`src/rtl/dac_timing_pkg.sv`:
```
package dac_timing_pkg;

	// ----------------------------------------------------------------
	// register map (byte addresses)
	// ----------------------------------------------------------------
	localparam int unsigned ADDR_W     = 6;
	localparam logic [5:0]  OFS_CTRL   = 6'h00;
	localparam logic [5:0]  OFS_CFG    = 6'h04;
	localparam logic [5:0]  OFS_ROUTE  = 6'h08;
	localparam logic [5:0]  OFS_DIV    = 6'h0c;
	localparam logic [5:0]  OFS_DELAY  = 6'h10;
	localparam logic [5:0]  OFS_COUNT  = 6'h14;
	localparam logic [5:0]  OFS_DATA   = 6'h18;
	localparam logic [5:0]  OFS_STATUS = 6'h1c;
	localparam logic [5:0]  OFS_EXPORT = 6'h20;

	// control register bit positions (write-only pulses)
	localparam int unsigned CTL_START = 0;
	localparam int unsigned CTL_STOP  = 1;
	localparam int unsigned CTL_SWUPD = 2;
	localparam int unsigned CTL_CLR   = 3;

	// ----------------------------------------------------------------
	// reset values
	// ----------------------------------------------------------------
	localparam logic [31:0] RST_CFG    = 32'h0000_0000;
	localparam logic [31:0] RST_ROUTE  = 32'h0007_fe30;
	localparam logic [31:0] RST_DIV    = 32'h0000_0014;
	localparam logic [31:0] RST_DELAY  = 32'h0000_0002;
	localparam logic [31:0] RST_COUNT  = 32'h0000_0001;
	localparam logic [31:0] RST_EXPORT = 32'h0000_0000;

	// ----------------------------------------------------------------
	// mode encodings
	// ----------------------------------------------------------------
	localparam logic [1:0] TM_SW     = 2'h0;
	localparam logic [1:0] TM_NONBUF = 2'h1;
	localparam logic [1:0] TM_BUF    = 2'h2;
	localparam logic [1:0] RG_STD    = 2'h0;
	localparam logic [1:0] RG_FIFO   = 2'h1;
	localparam logic [1:0] RG_NONE   = 2'h2;

	// source selects: 0..5 input lines, 6..13 sync bus, 14 star line
	localparam logic [4:0] SRC_EXT_N   = 5'h0f;
	localparam logic [4:0] STRB_CTR    = 5'h0f;
	localparam logic [4:0] STRB_DIV    = 5'h10;
	localparam logic [4:0] TRIG_ISTOP  = 5'h0f;
	localparam logic [4:0] TRIG_IBEGIN = 5'h10;
	localparam logic [4:0] TRIG_SW     = 5'h11;
	localparam logic [4:0] BASE_T20    = 5'h0f;
	localparam logic [4:0] BASE_T100K  = 5'h10;
	localparam logic [4:0] BASE_REF10  = 5'h11;
	localparam int unsigned SEL_N      = 18;

	// ----------------------------------------------------------------
	// register layouts
	// ----------------------------------------------------------------
	typedef struct packed {
		logic [23:0] rsvd;
		logic        gate_low;
		logic        trig_fall;
		logic        strb_fall;
		logic [1:0]  regen;
		logic        cont;
		logic [1:0]  tmode;
	} cfg_s;

	typedef struct packed {
		logic [11:0] rsvd;
		logic [4:0]  base;
		logic [4:0]  gate;
		logic [4:0]  trig;
		logic [4:0]  strb;
	} route_s;

	typedef struct packed {
		logic [7:0] gate_sync;
		logic [7:0] strb_sync;
		logic [3:0] strb_pfi;
		logic [7:0] trig_sync;
		logic [3:0] trig_pfi;
	} export_s;

	typedef struct packed {
		logic [15:0] rsvd;
		logic [7:0]  level;
		logic [1:0]  rsvd2;
		logic        empty;
		logic        full;
		logic        done;
		logic        underflow;
		logic        armed;
		logic        running;
	} status_s;

	typedef enum logic [1:0] {
		ST_IDLE  = 2'b00,
		ST_ARMED = 2'b01,
		ST_DELAY = 2'b10,
		ST_RUN   = 2'b11
	} gen_state_e;

endpackage : dac_timing_pkg

```
`src/rtl/dac_waveform_timing_engine.sv`:
```
`timescale 1ns/1ps
module dac_waveform_timing_engine #(
	parameter int unsigned NCH   = 4,
	parameter int unsigned DW    = 8,
	parameter int unsigned DEPTH = 16
) (
	input  wire logic                 sys_clk_i,
	input  wire logic                 sys_rst_i,
	input  wire logic [5:0]           address_i,
	input  wire logic                 read_i,
	input  wire logic                 write_i,
	input  wire logic [3:0]           byteenable_i,
	input  wire logic [31:0]          writedata_i,
	output logic [31:0]               readdata_o,
	output logic                      waitrequest_o,
	input  wire logic [5:0]           pfi_in_i,
	input  wire logic [7:0]           sync_in_i,
	input  wire logic                 star_i,
	input  wire logic                 counter_out_i,
	input  wire logic                 input_stop_trigger_i,
	input  wire logic                 input_begin_trigger_i,
	input  wire logic                 tb20m_i,
	input  wire logic                 tb100k_i,
	input  wire logic                 ref10m_i,
	output logic [3:0]                pfi_out_o,
	output logic [7:0]                sync_out_o,
	output logic [7:0]                sync_oe_o,
	output logic [NCH*DW-1:0]         dac_o,
	output logic                      dac_update_o
);
	localparam int unsigned PW = $clog2(DEPTH);
	localparam int unsigned CW = $clog2(DEPTH+1);

	// ----------------------------------------------------------------
	// helpers
	// ----------------------------------------------------------------
	function automatic logic sel_line(input logic [17:0] v, input logic [4:0] s);
		sel_line = (32'(s) < dac_timing_pkg::SEL_N) ? v[s] : 1'b0;
	endfunction : sel_line

	function automatic logic [31:0] be_merge(input logic [31:0] o, input logic [31:0] n, input logic [3:0] be);
		for (int b = 0; b < 4; b++) begin
			o[b*8 +: 8] = be[b] ? n[b*8 +: 8] : o[b*8 +: 8];
		end
		be_merge = o;
	endfunction : be_merge

	// ----------------------------------------------------------------
	// registers and state
	// ----------------------------------------------------------------
	dac_timing_pkg::cfg_s       cfg_r;
	dac_timing_pkg::route_s     route_r;
	dac_timing_pkg::export_s    exp_r;
	dac_timing_pkg::gen_state_e state_r;
	logic [31:0]                div_r;
	logic [31:0]                delay_r;
	logic [31:0]                count_r;
	logic [31:0]                remain_r;
	logic [31:0]                dcnt_r;
	logic                       wrq_r;
	logic [31:0]                rdata_r;
	logic [NCH*DW-1:0]          mem_r [DEPTH];
	logic [PW-1:0]              wp_r;
	logic [PW-1:0]              rp_r;
	logic [CW-1:0]              cnt_r;
	logic [NCH*DW-1:0]          direct_r;
	logic                       pend_r;
	logic [NCH*DW-1:0]          dac_r;
	logic                       dupd_r;
	logic                       uflow_r;
	logic                       done_r;
	logic                       trig_prev_r;
	logic                       strb_prev_r;
	logic                       base_prev_r;
	logic [3:0]                 pfi_r;
	logic [7:0]                 sync_r;
	logic [7:0]                 oe_r;

	logic [14:0] ext_v;
	logic        acc_wr, acc_rd, start_p, stop_p, swupd_p, clr_p, dwr;
	logic        trig_lvl, strb_lvl, base_lvl, gate_act, base_tick, internal;
	logic        trig_evt, strb_edge, int_strb, strb_evt, upd_evt;
	logic        full, empty, lock, push, pop, rot, uflow_evt, fin_evt;
	logic [31:0] rd_v;
	dac_timing_pkg::status_s st_v;

	// ----------------------------------------------------------------
	// bus access decode
	// ----------------------------------------------------------------
	always_comb begin
		acc_wr  = write_i & ~wrq_r;
		acc_rd  = read_i & wrq_r;
		start_p = acc_wr & (address_i == dac_timing_pkg::OFS_CTRL) & byteenable_i[0]
			& writedata_i[dac_timing_pkg::CTL_START];
		stop_p  = acc_wr & (address_i == dac_timing_pkg::OFS_CTRL) & byteenable_i[0]
			& writedata_i[dac_timing_pkg::CTL_STOP];
		swupd_p = acc_wr & (address_i == dac_timing_pkg::OFS_CTRL) & byteenable_i[0]
			& writedata_i[dac_timing_pkg::CTL_SWUPD] & (cfg_r.tmode == dac_timing_pkg::TM_SW);
		clr_p   = acc_wr & (address_i == dac_timing_pkg::OFS_CTRL) & byteenable_i[0]
			& writedata_i[dac_timing_pkg::CTL_CLR];
		dwr     = acc_wr & (address_i == dac_timing_pkg::OFS_DATA);
	end

	// ----------------------------------------------------------------
	// source selection and event detection
	// ----------------------------------------------------------------
	always_comb begin
		ext_v     = {star_i, sync_in_i, pfi_in_i};
		trig_lvl  = sel_line({1'b0, input_begin_trigger_i, input_stop_trigger_i, ext_v}, route_r.trig);
		strb_lvl  = sel_line({2'b00, counter_out_i, ext_v}, route_r.strb);
		base_lvl  = sel_line({ref10m_i, tb100k_i, tb20m_i, ext_v}, route_r.base);
		gate_act  = (route_r.gate < dac_timing_pkg::SRC_EXT_N)
			& (sel_line({3'b000, ext_v}, route_r.gate) ^ cfg_r.gate_low);
		base_tick = base_lvl & ~base_prev_r;
		internal  = (route_r.strb == dac_timing_pkg::STRB_DIV);
		trig_evt  = (route_r.trig == dac_timing_pkg::TRIG_SW) ? 1'b1
			: (cfg_r.trig_fall ? (trig_prev_r & ~trig_lvl) : (~trig_prev_r & trig_lvl));
		strb_edge = cfg_r.strb_fall ? (strb_prev_r & ~strb_lvl) : (~strb_prev_r & strb_lvl);
		int_strb  = internal & base_tick & (dcnt_r <= 32'h1)
			& ((state_r == dac_timing_pkg::ST_DELAY) | ((state_r == dac_timing_pkg::ST_RUN) & ~gate_act));
		strb_evt  = internal ? int_strb : strb_edge;
		upd_evt   = strb_evt & ~gate_act & (cfg_r.tmode != dac_timing_pkg::TM_SW)
			& ((state_r == dac_timing_pkg::ST_RUN) | (state_r == dac_timing_pkg::ST_DELAY));
		full      = (cnt_r == CW'(DEPTH));
		empty     = (cnt_r == '0);
		lock      = (state_r != dac_timing_pkg::ST_IDLE) & (cfg_r.regen == dac_timing_pkg::RG_FIFO);
		push      = dwr & (cfg_r.tmode == dac_timing_pkg::TM_BUF) & ~full & ~lock;
		pop       = upd_evt & (cfg_r.tmode == dac_timing_pkg::TM_BUF) & ~empty;
		rot       = pop & (cfg_r.regen == dac_timing_pkg::RG_FIFO);
		uflow_evt = upd_evt & (cfg_r.tmode == dac_timing_pkg::TM_BUF) & empty
			& (cfg_r.regen == dac_timing_pkg::RG_NONE);
		fin_evt   = upd_evt & ~cfg_r.cont & (remain_r <= 32'h1);
	end

	always_ff @(posedge sys_clk_i) begin
		if (sys_rst_i) begin
			trig_prev_r <= 1'b0;
			strb_prev_r <= 1'b0;
			base_prev_r <= 1'b0;
		end else begin
			trig_prev_r <= trig_lvl;
			strb_prev_r <= strb_lvl;
			base_prev_r <= base_lvl;
		end
	end

	// ----------------------------------------------------------------
	// register file
	// ----------------------------------------------------------------
	always_ff @(posedge sys_clk_i) begin
		if (sys_rst_i) begin
			cfg_r   <= dac_timing_pkg::RST_CFG;
			route_r <= dac_timing_pkg::RST_ROUTE;
			div_r   <= dac_timing_pkg::RST_DIV;
			delay_r <= dac_timing_pkg::RST_DELAY;
			count_r <= dac_timing_pkg::RST_COUNT;
			exp_r   <= dac_timing_pkg::RST_EXPORT;
		end else if (acc_wr) begin
			case (address_i)
				dac_timing_pkg::OFS_CFG:    cfg_r   <= be_merge(cfg_r, writedata_i, byteenable_i);
				dac_timing_pkg::OFS_ROUTE:  route_r <= be_merge(route_r, writedata_i, byteenable_i);
				dac_timing_pkg::OFS_DIV:    div_r   <= be_merge(div_r, writedata_i, byteenable_i);
				dac_timing_pkg::OFS_DELAY:  delay_r <= be_merge(delay_r, writedata_i, byteenable_i);
				dac_timing_pkg::OFS_COUNT:  count_r <= be_merge(count_r, writedata_i, byteenable_i);
				dac_timing_pkg::OFS_EXPORT: exp_r   <= be_merge(exp_r, writedata_i, byteenable_i);
				default: ;
			endcase
		end
	end

	always_comb begin
		st_v           = '0;
		st_v.running   = (state_r == dac_timing_pkg::ST_RUN) | (state_r == dac_timing_pkg::ST_DELAY);
		st_v.armed     = (state_r == dac_timing_pkg::ST_ARMED);
		st_v.underflow = uflow_r;
		st_v.done      = done_r;
		st_v.full      = full;
		st_v.empty     = empty;
		st_v.level     = 8'(cnt_r);
		case (address_i)
			dac_timing_pkg::OFS_CFG:    rd_v = cfg_r;
			dac_timing_pkg::OFS_ROUTE:  rd_v = route_r;
			dac_timing_pkg::OFS_DIV:    rd_v = div_r;
			dac_timing_pkg::OFS_DELAY:  rd_v = delay_r;
			dac_timing_pkg::OFS_COUNT:  rd_v = count_r;
			dac_timing_pkg::OFS_STATUS: rd_v = st_v;
			dac_timing_pkg::OFS_EXPORT: rd_v = exp_r;
			default:                    rd_v = 32'h0;
		endcase
	end

	// one wait state on every access, read data loaded on the waiting cycle
	always_ff @(posedge sys_clk_i) begin
		if (sys_rst_i) begin
			wrq_r   <= 1'b1;
			rdata_r <= 32'h0;
		end else begin
			wrq_r <= ~((read_i | write_i) & wrq_r);
			if (acc_rd) begin
				rdata_r <= rd_v;
			end
		end
	end

	// ----------------------------------------------------------------
	// generation sequencer and strobe divider
	// ----------------------------------------------------------------
	always_ff @(posedge sys_clk_i) begin
		if (sys_rst_i) begin
			state_r  <= dac_timing_pkg::ST_IDLE;
			remain_r <= 32'h0;
			dcnt_r   <= 32'h0;
		end else if (stop_p) begin
			state_r <= dac_timing_pkg::ST_IDLE;
		end else begin
			case (state_r)
				dac_timing_pkg::ST_IDLE: begin
					if (start_p) begin
						state_r  <= dac_timing_pkg::ST_ARMED;
						remain_r <= count_r;
					end
				end
				dac_timing_pkg::ST_ARMED: begin
					if (trig_evt) begin
						state_r <= internal ? dac_timing_pkg::ST_DELAY : dac_timing_pkg::ST_RUN;
						dcnt_r  <= delay_r;
					end
				end
				default: begin
					if (fin_evt | uflow_evt) begin
						state_r <= dac_timing_pkg::ST_IDLE;
					end else if (int_strb) begin
						state_r <= dac_timing_pkg::ST_RUN;
						dcnt_r  <= div_r;
					end else if (base_tick & ~(gate_act & (state_r == dac_timing_pkg::ST_RUN))) begin
						dcnt_r <= dcnt_r - 32'h1;
					end
					if (upd_evt) begin
						remain_r <= remain_r - 32'h1;
					end
				end
			endcase
		end
	end

	always_ff @(posedge sys_clk_i) begin
		if (sys_rst_i) begin
			uflow_r <= 1'b0;
			done_r  <= 1'b0;
		end else begin
			uflow_r <= uflow_evt | (uflow_r & ~clr_p);
			done_r  <= (fin_evt & (state_r != dac_timing_pkg::ST_IDLE)) | (done_r & ~clr_p);
		end
	end

	// ----------------------------------------------------------------
	// output sample queue
	// ----------------------------------------------------------------
	always_ff @(posedge sys_clk_i) begin
		if (sys_rst_i) begin
			wp_r  <= '0;
			rp_r  <= '0;
			cnt_r <= '0;
		end else if (rot) begin
			mem_r[wp_r] <= mem_r[rp_r];
			wp_r        <= wp_r + PW'(1);
			rp_r        <= rp_r + PW'(1);
		end else begin
			if (push) begin
				mem_r[wp_r] <= writedata_i[NCH*DW-1:0];
				wp_r        <= wp_r + PW'(1);
			end
			if (pop) begin
				rp_r <= rp_r + PW'(1);
			end
			cnt_r <= cnt_r + CW'(push) - CW'(pop);
		end
	end

	// ----------------------------------------------------------------
	// dac load
	// ----------------------------------------------------------------
	always_ff @(posedge sys_clk_i) begin
		if (sys_rst_i) begin
			direct_r <= '0;
			pend_r   <= 1'b0;
			dac_r    <= '0;
			dupd_r   <= 1'b0;
		end else begin
			if (dwr & (cfg_r.tmode != dac_timing_pkg::TM_BUF)) begin
				direct_r <= writedata_i[NCH*DW-1:0];
			end
			pend_r <= (dwr & (cfg_r.tmode == dac_timing_pkg::TM_NONBUF))
				| (pend_r & ~(upd_evt & (cfg_r.tmode == dac_timing_pkg::TM_NONBUF)));
			dupd_r <= swupd_p | pop | (upd_evt & pend_r & (cfg_r.tmode == dac_timing_pkg::TM_NONBUF));
			if (swupd_p) begin
				dac_r <= direct_r;
			end else if (pop) begin
				dac_r <= mem_r[rp_r];
			end else if (upd_evt & pend_r & (cfg_r.tmode == dac_timing_pkg::TM_NONBUF)) begin
				dac_r <= direct_r;
			end
		end
	end

	// ----------------------------------------------------------------
	// signal export
	// ----------------------------------------------------------------
	generate
		for (genvar i = 0; i < 4; i++) begin : g_pfi
			always_ff @(posedge sys_clk_i) begin
				if (sys_rst_i) begin
					pfi_r[i] <= 1'b0;
				end else begin
					pfi_r[i] <= exp_r.trig_pfi[i] ? ((state_r == dac_timing_pkg::ST_ARMED) & trig_evt)
						: (exp_r.strb_pfi[i] & ~upd_evt);
				end
			end
		end
		for (genvar i = 0; i < 8; i++) begin : g_sync
			always_ff @(posedge sys_clk_i) begin
				if (sys_rst_i) begin
					sync_r[i] <= 1'b0;
					oe_r[i]   <= 1'b0;
				end else begin
					oe_r[i]   <= exp_r.trig_sync[i] | exp_r.strb_sync[i] | exp_r.gate_sync[i];
					sync_r[i] <= exp_r.trig_sync[i] ? ((state_r == dac_timing_pkg::ST_ARMED) & trig_evt)
						: exp_r.strb_sync[i] ? ~upd_evt
						: (exp_r.gate_sync[i] & gate_act);
				end
			end
		end
	endgenerate

	always_comb begin
		readdata_o    = rdata_r;
		waitrequest_o = wrq_r;
		dac_o         = dac_r;
		dac_update_o  = dupd_r;
		pfi_out_o     = pfi_r;
		sync_out_o    = sync_r;
		sync_oe_o     = oe_r;
	end
endmodule : dac_waveform_timing_engine

```
`config.mk`:
```
export PLATFORM = sky130hd
export DESIGN_NAME = dac_waveform_timing_engine
export DESIGN_NICKNAME = d
export VERILOG_FILES = /design/src/rtl/dac_timing_pkg.sv /design/src/rtl/dac_waveform_timing_engine.sv
export SDC_FILE = /design/constraint.sdc
export NUM_CORES = 1
export LEC_CHECK = 0
export BUFFER_PORTS_ARGS = -buffer_cell sky130_fd_sc_hd__buf_2
export CORE_ASPECT_RATIO = 1.1
export CORE_MARGIN = 3
export CORE_UTILIZATION = 30
export CTS_BUF_LIST = sky130_fd_sc_hd__clkbuf_4 sky130_fd_sc_hd__clkbuf_8 sky130_fd_sc_hd__clkbuf_16
export CTS_CLUSTER_SIZE = 20
export DETAILED_ROUTE_END_ITERATION = 6
export GPL_ROUTABILITY_DRIVEN = 0
export HOLD_SLACK_MARGIN = 0.05
export RECOVER_POWER = 25
export SYNTH_ARGS = -nofsm -noshare
export SYNTH_HDL_FRONTEND = slang
export SYNTH_SLANG_ARGS = --single-unit
```
`constraint.sdc`:
```
create_clock -name sys_clk_i -period 4.1 [get_ports sys_clk_i]
set_input_delay 0.41 -clock sys_clk_i [delete_from_list [all_inputs] [get_ports sys_clk_i]]
set_output_delay 0.41 -clock sys_clk_i [all_outputs]
set_load 0.005 [all_outputs]
```
== Word level (Yosys, flattened, before mapping) ==
Memories as Yosys holds them, arrays and structs flattened. A register that Yosys moved wholly into a read port is not among the register bits.
Cells that the tools add are included.

* RAM bits: 512
* Memories: 1
* Flip-flop bits (word level): 395
* Word-level logic and storage cells: 325

{| class="wikitable"
|+ Memories
! memory !! words !! width !! read ports !! clocked after memory_dff !! write ports !! RTL line !! RTL
|-
| mem_r || 16 || 32 || 1 || 1 || 1 || dac_waveform_timing_engine.sv:62 || <nowiki>logic [NCH*DW-1:0] mem_r [DEPTH];</nowiki>
|}

* Add/sub/neg operators: 6
* Equal/unequal tests: 22
* Reductions and logical operators: 40
* Order comparisons: 11
* Multiplexer cells: 68
* Bitwise operators: 105

{| class="wikitable"
|+ Operators with widths
! kind !! count
|-
| $mux W32 || 10
|-
| $pmux W32 S7 || 1
|-
| $pmux W32 S2 || 2
|-
| $reduce_and A3 Y1 || 25
|-
| $le A32 B1 Y1 const B || 2
|-
| $sub A32 B1 Y32 const B || 2
|-
| $and A1 B1 Y1 || 59
|-
| $mux W1 || 40
|-
| $or A1 B1 Y1 || 26
|-
| $eq A6 B5 Y1 const B || 4
|-
| $lt A5 B6 Y1 const B || 4
|-
| $mux W4 || 6
|-
| $bmux W1 S5 || 4
|-
| $lt A5 B5 Y1 const B || 4
|-
| $not A1 Y1 || 19
|-
| $eq A5 B5 Y1 const B || 3
|-
| $eq A6 B4 Y1 const B || 2
|-
| $reduce_bool A2 Y1 || 5
|-
| $add A4 B1 Y4 const B || 2
|-
| $eq A2 B2 Y1 const B || 4
|-
| $mux W2 || 4
|-
| $ne A2 B2 Y1 const B || 4
|-
| $eq A2 B1 Y1 const B || 3
|-
| $eq A6 B3 Y1 const B || 1
|-
| 14 further kinds || 16
|}

== Logic depth before layout (Yosys ltp) ==
* Word-level depth: 20
* Mapped depth: 20

== Worst setup path after synthesis ==
OpenSTA, ideal clock, no wires.

* Kind: register -> register
* Start: register route_r[0] in the netlist's numbering
* End: register cnt_r[4]
* Path slack: 350 ps
* Arrival time: 3,623 ps
* Library setup time: 128 ps
* Cell stages (with the launch flop): 19
* Cell sequence: dfxtp_1 mux4_2 mux2_2 nand3b_1 a211oi_1 a311o_1 and4_1 buf_2 buf_2 xnor2_1 ha_1 fa_1 a21oi_1 nor2_1 nor2_1 xnor2_1 a21oi_1 xnor2_1 nor2_1

* Longest elaborated chain between the ends: 13
* Elaborated cells on any way between the ends: 20

{| class="wikitable"
|+ Ends and longest elaborated chain
! item !! RTL line !! RTL
|-
| start: declaration || dac_waveform_timing_engine.sv:52 || <nowiki>dac_timing_pkg::route_s route_r;</nowiki>
|-
| start signal: assignment || dac_waveform_timing_engine.sv:153 || <nowiki>route_r <= dac_timing_pkg::RST_ROUTE;</nowiki>
|-
| start signal: assignment || dac_waveform_timing_engine.sv:161 || <nowiki>dac_timing_pkg::OFS_ROUTE: route_r <= be_merge(route_r, writedata_i, byteenable_i);</nowiki>
|-
| $bmux W1 S5 || dac_waveform_timing_engine.sv:38 || <nowiki>sel_line = (32'(s) < dac_timing_pkg::SEL_N) ? v[s] : 1'b0;</nowiki>
|-
| $mux W1 (implied by the code) || dac_waveform_timing_engine.sv:38 ||
|-
| $mux W1 || dac_waveform_timing_engine.sv:38 ||
|-
| $not A1 Y1 || dac_waveform_timing_engine.sv:118 || <nowiki>strb_edge = cfg_r.strb_fall ? (strb_prev_r & ~strb_lvl) : (~strb_prev_r & strb_lvl);</nowiki>
|-
| $and A1 B1 Y1 || dac_waveform_timing_engine.sv:118 ||
|-
| $mux W1 || dac_waveform_timing_engine.sv:118 ||
|-
| $mux W1 * || dac_waveform_timing_engine.sv:121 || <nowiki>strb_evt = internal ? int_strb : strb_edge;</nowiki>
|-
| $and A1 B1 Y1 * (2 in series) || dac_waveform_timing_engine.sv:122 || <nowiki>upd_evt = strb_evt & ~gate_act & (cfg_r.tmode != dac_timing_pkg::TM_SW)</nowiki>
|-
| $and A1 B1 Y1 * || dac_waveform_timing_engine.sv:123 || <nowiki>& ((state_r == dac_timing_pkg::ST_RUN) | (state_r == dac_timing_pkg::ST_DELAY));</nowiki>
|-
| $and A1 B1 Y1 * (2 in series) || dac_waveform_timing_engine.sv:128 || <nowiki>pop = upd_evt & (cfg_r.tmode == dac_timing_pkg::TM_BUF) & ~empty;</nowiki>
|-
| $sub A5 B1 Y5 / $and A1 B1 Y1 (equally long branches) || dac_waveform_timing_engine.sv:276, dac_waveform_timing_engine.sv:129 ||
|-
| end signal: assignment || dac_waveform_timing_engine.sv:276 || <nowiki>cnt_r <= cnt_r + CW'(push) - CW'(pop);</nowiki>
|-
| end: declaration || dac_waveform_timing_engine.sv:65 || <nowiki>logic [CW-1:0] cnt_r;</nowiki>
|}

Mark *: on every way between the ends. The rest lies on a longest branch, timed or not. The select of a mux whose other input is x is not followed.
A chain may end at the register's enable or synchronous reset.

== Worst setup path after layout ==
* Start: register cnt_r[2]
* End: memory mem_r[10][8] in the netlist's numbering (data pin)

* Longest elaborated chain between the ends: 9
* Elaborated cells on any way between the ends: 13

{| class="wikitable"
|+ Ends and longest elaborated chain
! item !! RTL line !! RTL
|-
| $eq A5 B5 Y1 || dac_waveform_timing_engine.sv:124 || <nowiki>full = (cnt_r == CW'(DEPTH));</nowiki>
|-
| $not A1 Y1 || dac_waveform_timing_engine.sv:127 || <nowiki>push = dwr & (cfg_r.tmode == dac_timing_pkg::TM_BUF) & ~full & ~lock;</nowiki>
|-
| $and A1 B1 Y1 (2 in series) || dac_waveform_timing_engine.sv:127 ||
|-
| $mux W1 || dac_waveform_timing_engine.sv:269 || <nowiki>if (push) begin</nowiki>
|-
| $mux W1 * || dac_waveform_timing_engine.sv:264 || <nowiki>end else if (rot) begin</nowiki>
|-
| $mux W1 * || dac_waveform_timing_engine.sv:260 || <nowiki>if (sys_rst_i) begin</nowiki>
|-
| $mux W1 (implied by the code) * || dac_waveform_timing_engine.sv:270 || <nowiki>mem_r[wp_r] <= writedata_i[NCH*DW-1:0];</nowiki>
|-
| $mux W32 (no source line) * || n/a ||
|-
| end: declaration || dac_waveform_timing_engine.sv:62 ||
|}

Mark *: on every way between the ends. The rest lies on a longest branch, timed or not.

==> impl_metrics.yaml <==
status:
  status: "complete, but fails checks"
  violations: "DRC, capacitance limit, slew limit"
clock_network:
  h-tree-depth: 3
  clock_latency_ns: 0.68
  cts_root_buf: "clkbuf_16"
  cts_tree: "done"
  clock-sinks: 911
  clkTransAtPathRegs_ns: 0.06
  numCtsBuffers: 93
  cts_resized: 0
  cts.path.max_buffers: 3
sta:
  timing.fmax_ghz: 0.263
  relSlewSlack: -1.24
  holdWs_ns: 0.116
  slew_viol_final: 170
  fin_crit_sh: 0.926
  finalCriticalPeriod_ns: 3.80
  finClkSkew_ns: 0.0428
  hold_violations: 0
  rsz0062_at_grt: "false"
  tightest_slew_ns: 3.36
  report.final.setup_viol: 0
  tns_ns: 0
layout:
  syn_to_final_growth_pct: 16.7
  seq_area_mm2: 0.0234
  multi_input_area_mm2: 0.0138
  final_cell_area_mm2: 0.0445
  nNetsFinal: 3336
  instances_no_fill: 4986
  drive_gt1_frac: 0.195
  nFillCells: 12300
  final_cell_mix: "514 x nand2_1, 512 x edfxtp_1, 395 x dfxtp_1, 335 x a21oi_1, 204 x nor2_1"
  final_common_cell: "nand2_1"
synth:
  synth_cells: 3108
  syn-mean-instance-area_um2: 12.3
  syn-num-nets: 3190
  yosysTopAreaCellShare: 0.403
  synth_edf_count: 512
  netlist_top_cells_area: "edfxtp_1 40%, dfxtp_1 21%, mux4_2 10%, nand2_1 5.1%, a21oi_1 4.4%"
  synth_area_mm2: 0.0381
  ys_seq_area_frac: 0.612
  synth_seq_cells: 911
  synthArstFlopShare: 0
  synth.distinct_cells: 84
  yosys_warnings: 0
  synthFlopType: "edfxtp_1"
  yosys.area.top_type: "edfxtp_1"
setup_path:
  crit_required_ns: 4.43
  cp.arrival_ns: 4.12
  cp_slowest_cell: "clkbuf_2"
  path_cells: "inv_1 -> ha_1 -> nor4bb_1 -> clkbuf_1 -> a211oi_1 -> clkbuf_1 -> nand2_1 -> clkbuf_1 -> nor2_4 -> clkbuf_2 -> mux2_1"
  critPathLaunchType: "flip-flop"
  crit_type: "reg -> reg"
  worst-path-buf-inv: 5
  worst_r2r_startpoint: "cnt_r[2]"
  cp_slowest_stage_delay_ns: 0.91
  critPathMostFrequentCell: "clkbuf_1"
  cp_top_family: "buffers and inverters"
  timing.critical_path.from: "cnt_r[2]"
  cp_max_fo: 32
  cp-end-kind: "flip-flop"
power:
  leakagePower_nw: 11.8
  p_total_w: 0.0200
  powerDensity_mw_per_mm2: 449
  ir_worst_vdd_mv: 0.465
route:
  drt_iter0_drc: 3427
  ant_nets: 0
  drt-vias-per-instance: 5.46
  wl_per_cell_um: 24.6
  vias: 27200
  routed_wl_um: 123000
  drt_pass1_iterations: 7
  route.detailed.drc: 24
job:
  drv_cap: 4
placement:
  place_hpwl_um: 84800
  place_inst: 4813
  io_buffers: 152
  postPlaceCellArea_mm2: 0.0415
die:
  dieArea_mm2: 0.131
  ios: 153
  fp.dieW_um: 346
  die_y_um: 380
  initial_core_util: 0.304
  coreArea_mm2: 0.126
  placementRows: 136
global_routing:
  antenna_found_initial: 10
  track_usage: 0.181
  grt_pass1_wl_um: 179000
  grt_max_degree: 92
  grt-ovfl-total: 0
  grt_pass1_vias: 25900
min_path:
  hp-start: "writedata_i[31]"
  hp-class: "in -> reg"
sequential cells by signal (all words and copies together) (netlist names), 2 cells and up, named ones only:
register,flops
rp_r,4
route_r,32
exp_r,32
sync_out_o,8
dcnt_r,32
remain_r,32
direct_r,32
mem_r,512
state_r,2
pfi_out_o,4
div_r,32
cnt_r,5
count_r,32
wp_r,4
dac_o,32
sync_oe_o,8
delay_r,32
cfg_r,32
readdata_o,32
per-layer routing:
layer | up-vias | track usage | wire length, um
met4 | 0 | 0.0740 | 5380
met2 | 1276 | 0.288 | 57000
li1 | 12000 | - | -
met1 | 13700 | 0.243 | 49500
met5 | - | 0 | 0
met3 | 262 | 0.0345 | 10700
stage by stage:
stage | utilization | setup WS [ns]
CTS | 0.356 | 0.382
detailed placement | 0.330 | 0.331
floorplan | - | 0.350
global route | 0.354 | 0.0953
finish | 0.354 | 0.303
global placement | 0.330 | 0.278
timing repair:
| action | in CTS | in global routing |
|---|---|---|
| hold endpoints to repair | 1 | 0 |
| hold buffers | 2 | 0 |
| setup buffers | 0 | 0 |
cells by family (layout without fill, tap and decap cells):
group / after synthesis / count (layout) / synth area share
mux: 255 / 255 / 0.124
fa+ha+maj: 15 / 15 / 0.00512
other cells: 0 / 1 / 0
compound gates: 667 / 667 / 0.112
flops: 911 / 911 / 0.612
buf+inv: 247 / 468 / 0.0266
xor+xnor: 26 / 26 / 0.00597
simple gates: 987 / 987 / 0.114
cell usage after synthesis, types with 39 or more instances:
master,n
a21oi_1,334
o21ai_0,56
mux4_2,169
nor2_1,208
mux2i_1,47
nand2_1,514
a222oi_1,53
nand3_1,75
dfxtp_1,399
nor3_1,44
clkbuf_1,186
a211oi_1,56
mux2_2,39
edfxtp_1,512
final timing paths:
check	to	slack (ns)	cells after the start
hold / removal	route_r[31]	0.12	3
setup reg to reg	mem_r[10][8]	0.30	11
setup / recovery	mem_r[10][8]	0.30	11
hold reg to reg	direct_r[9]	0.45	2
worst min-delay path: stages:
cell	delay, ns
buf_2	0.19
nand2_1	0.09
a21oi_1	0.05
report_power, final:
part	internal [W]	switching (W)
clock network	0.00504	0.00368
registers	0.00960	0.0000652
logic	0.000536	0.00106
total	0.0152	0.00481
layout make-up:
class	count	share of cell area
Sequential cell	911	0.525
Multi-Input combinational cell	1950	0.310
Clock buffer	131	0.0609
Tap cell	1656	0.0466
Timing Repair Buffer	275	0.0443
Clock inverter	39	0.0106
Inverter	23	0.00194
Antenna cell	1	0.0000562
(Power assumes the default switching activity.)
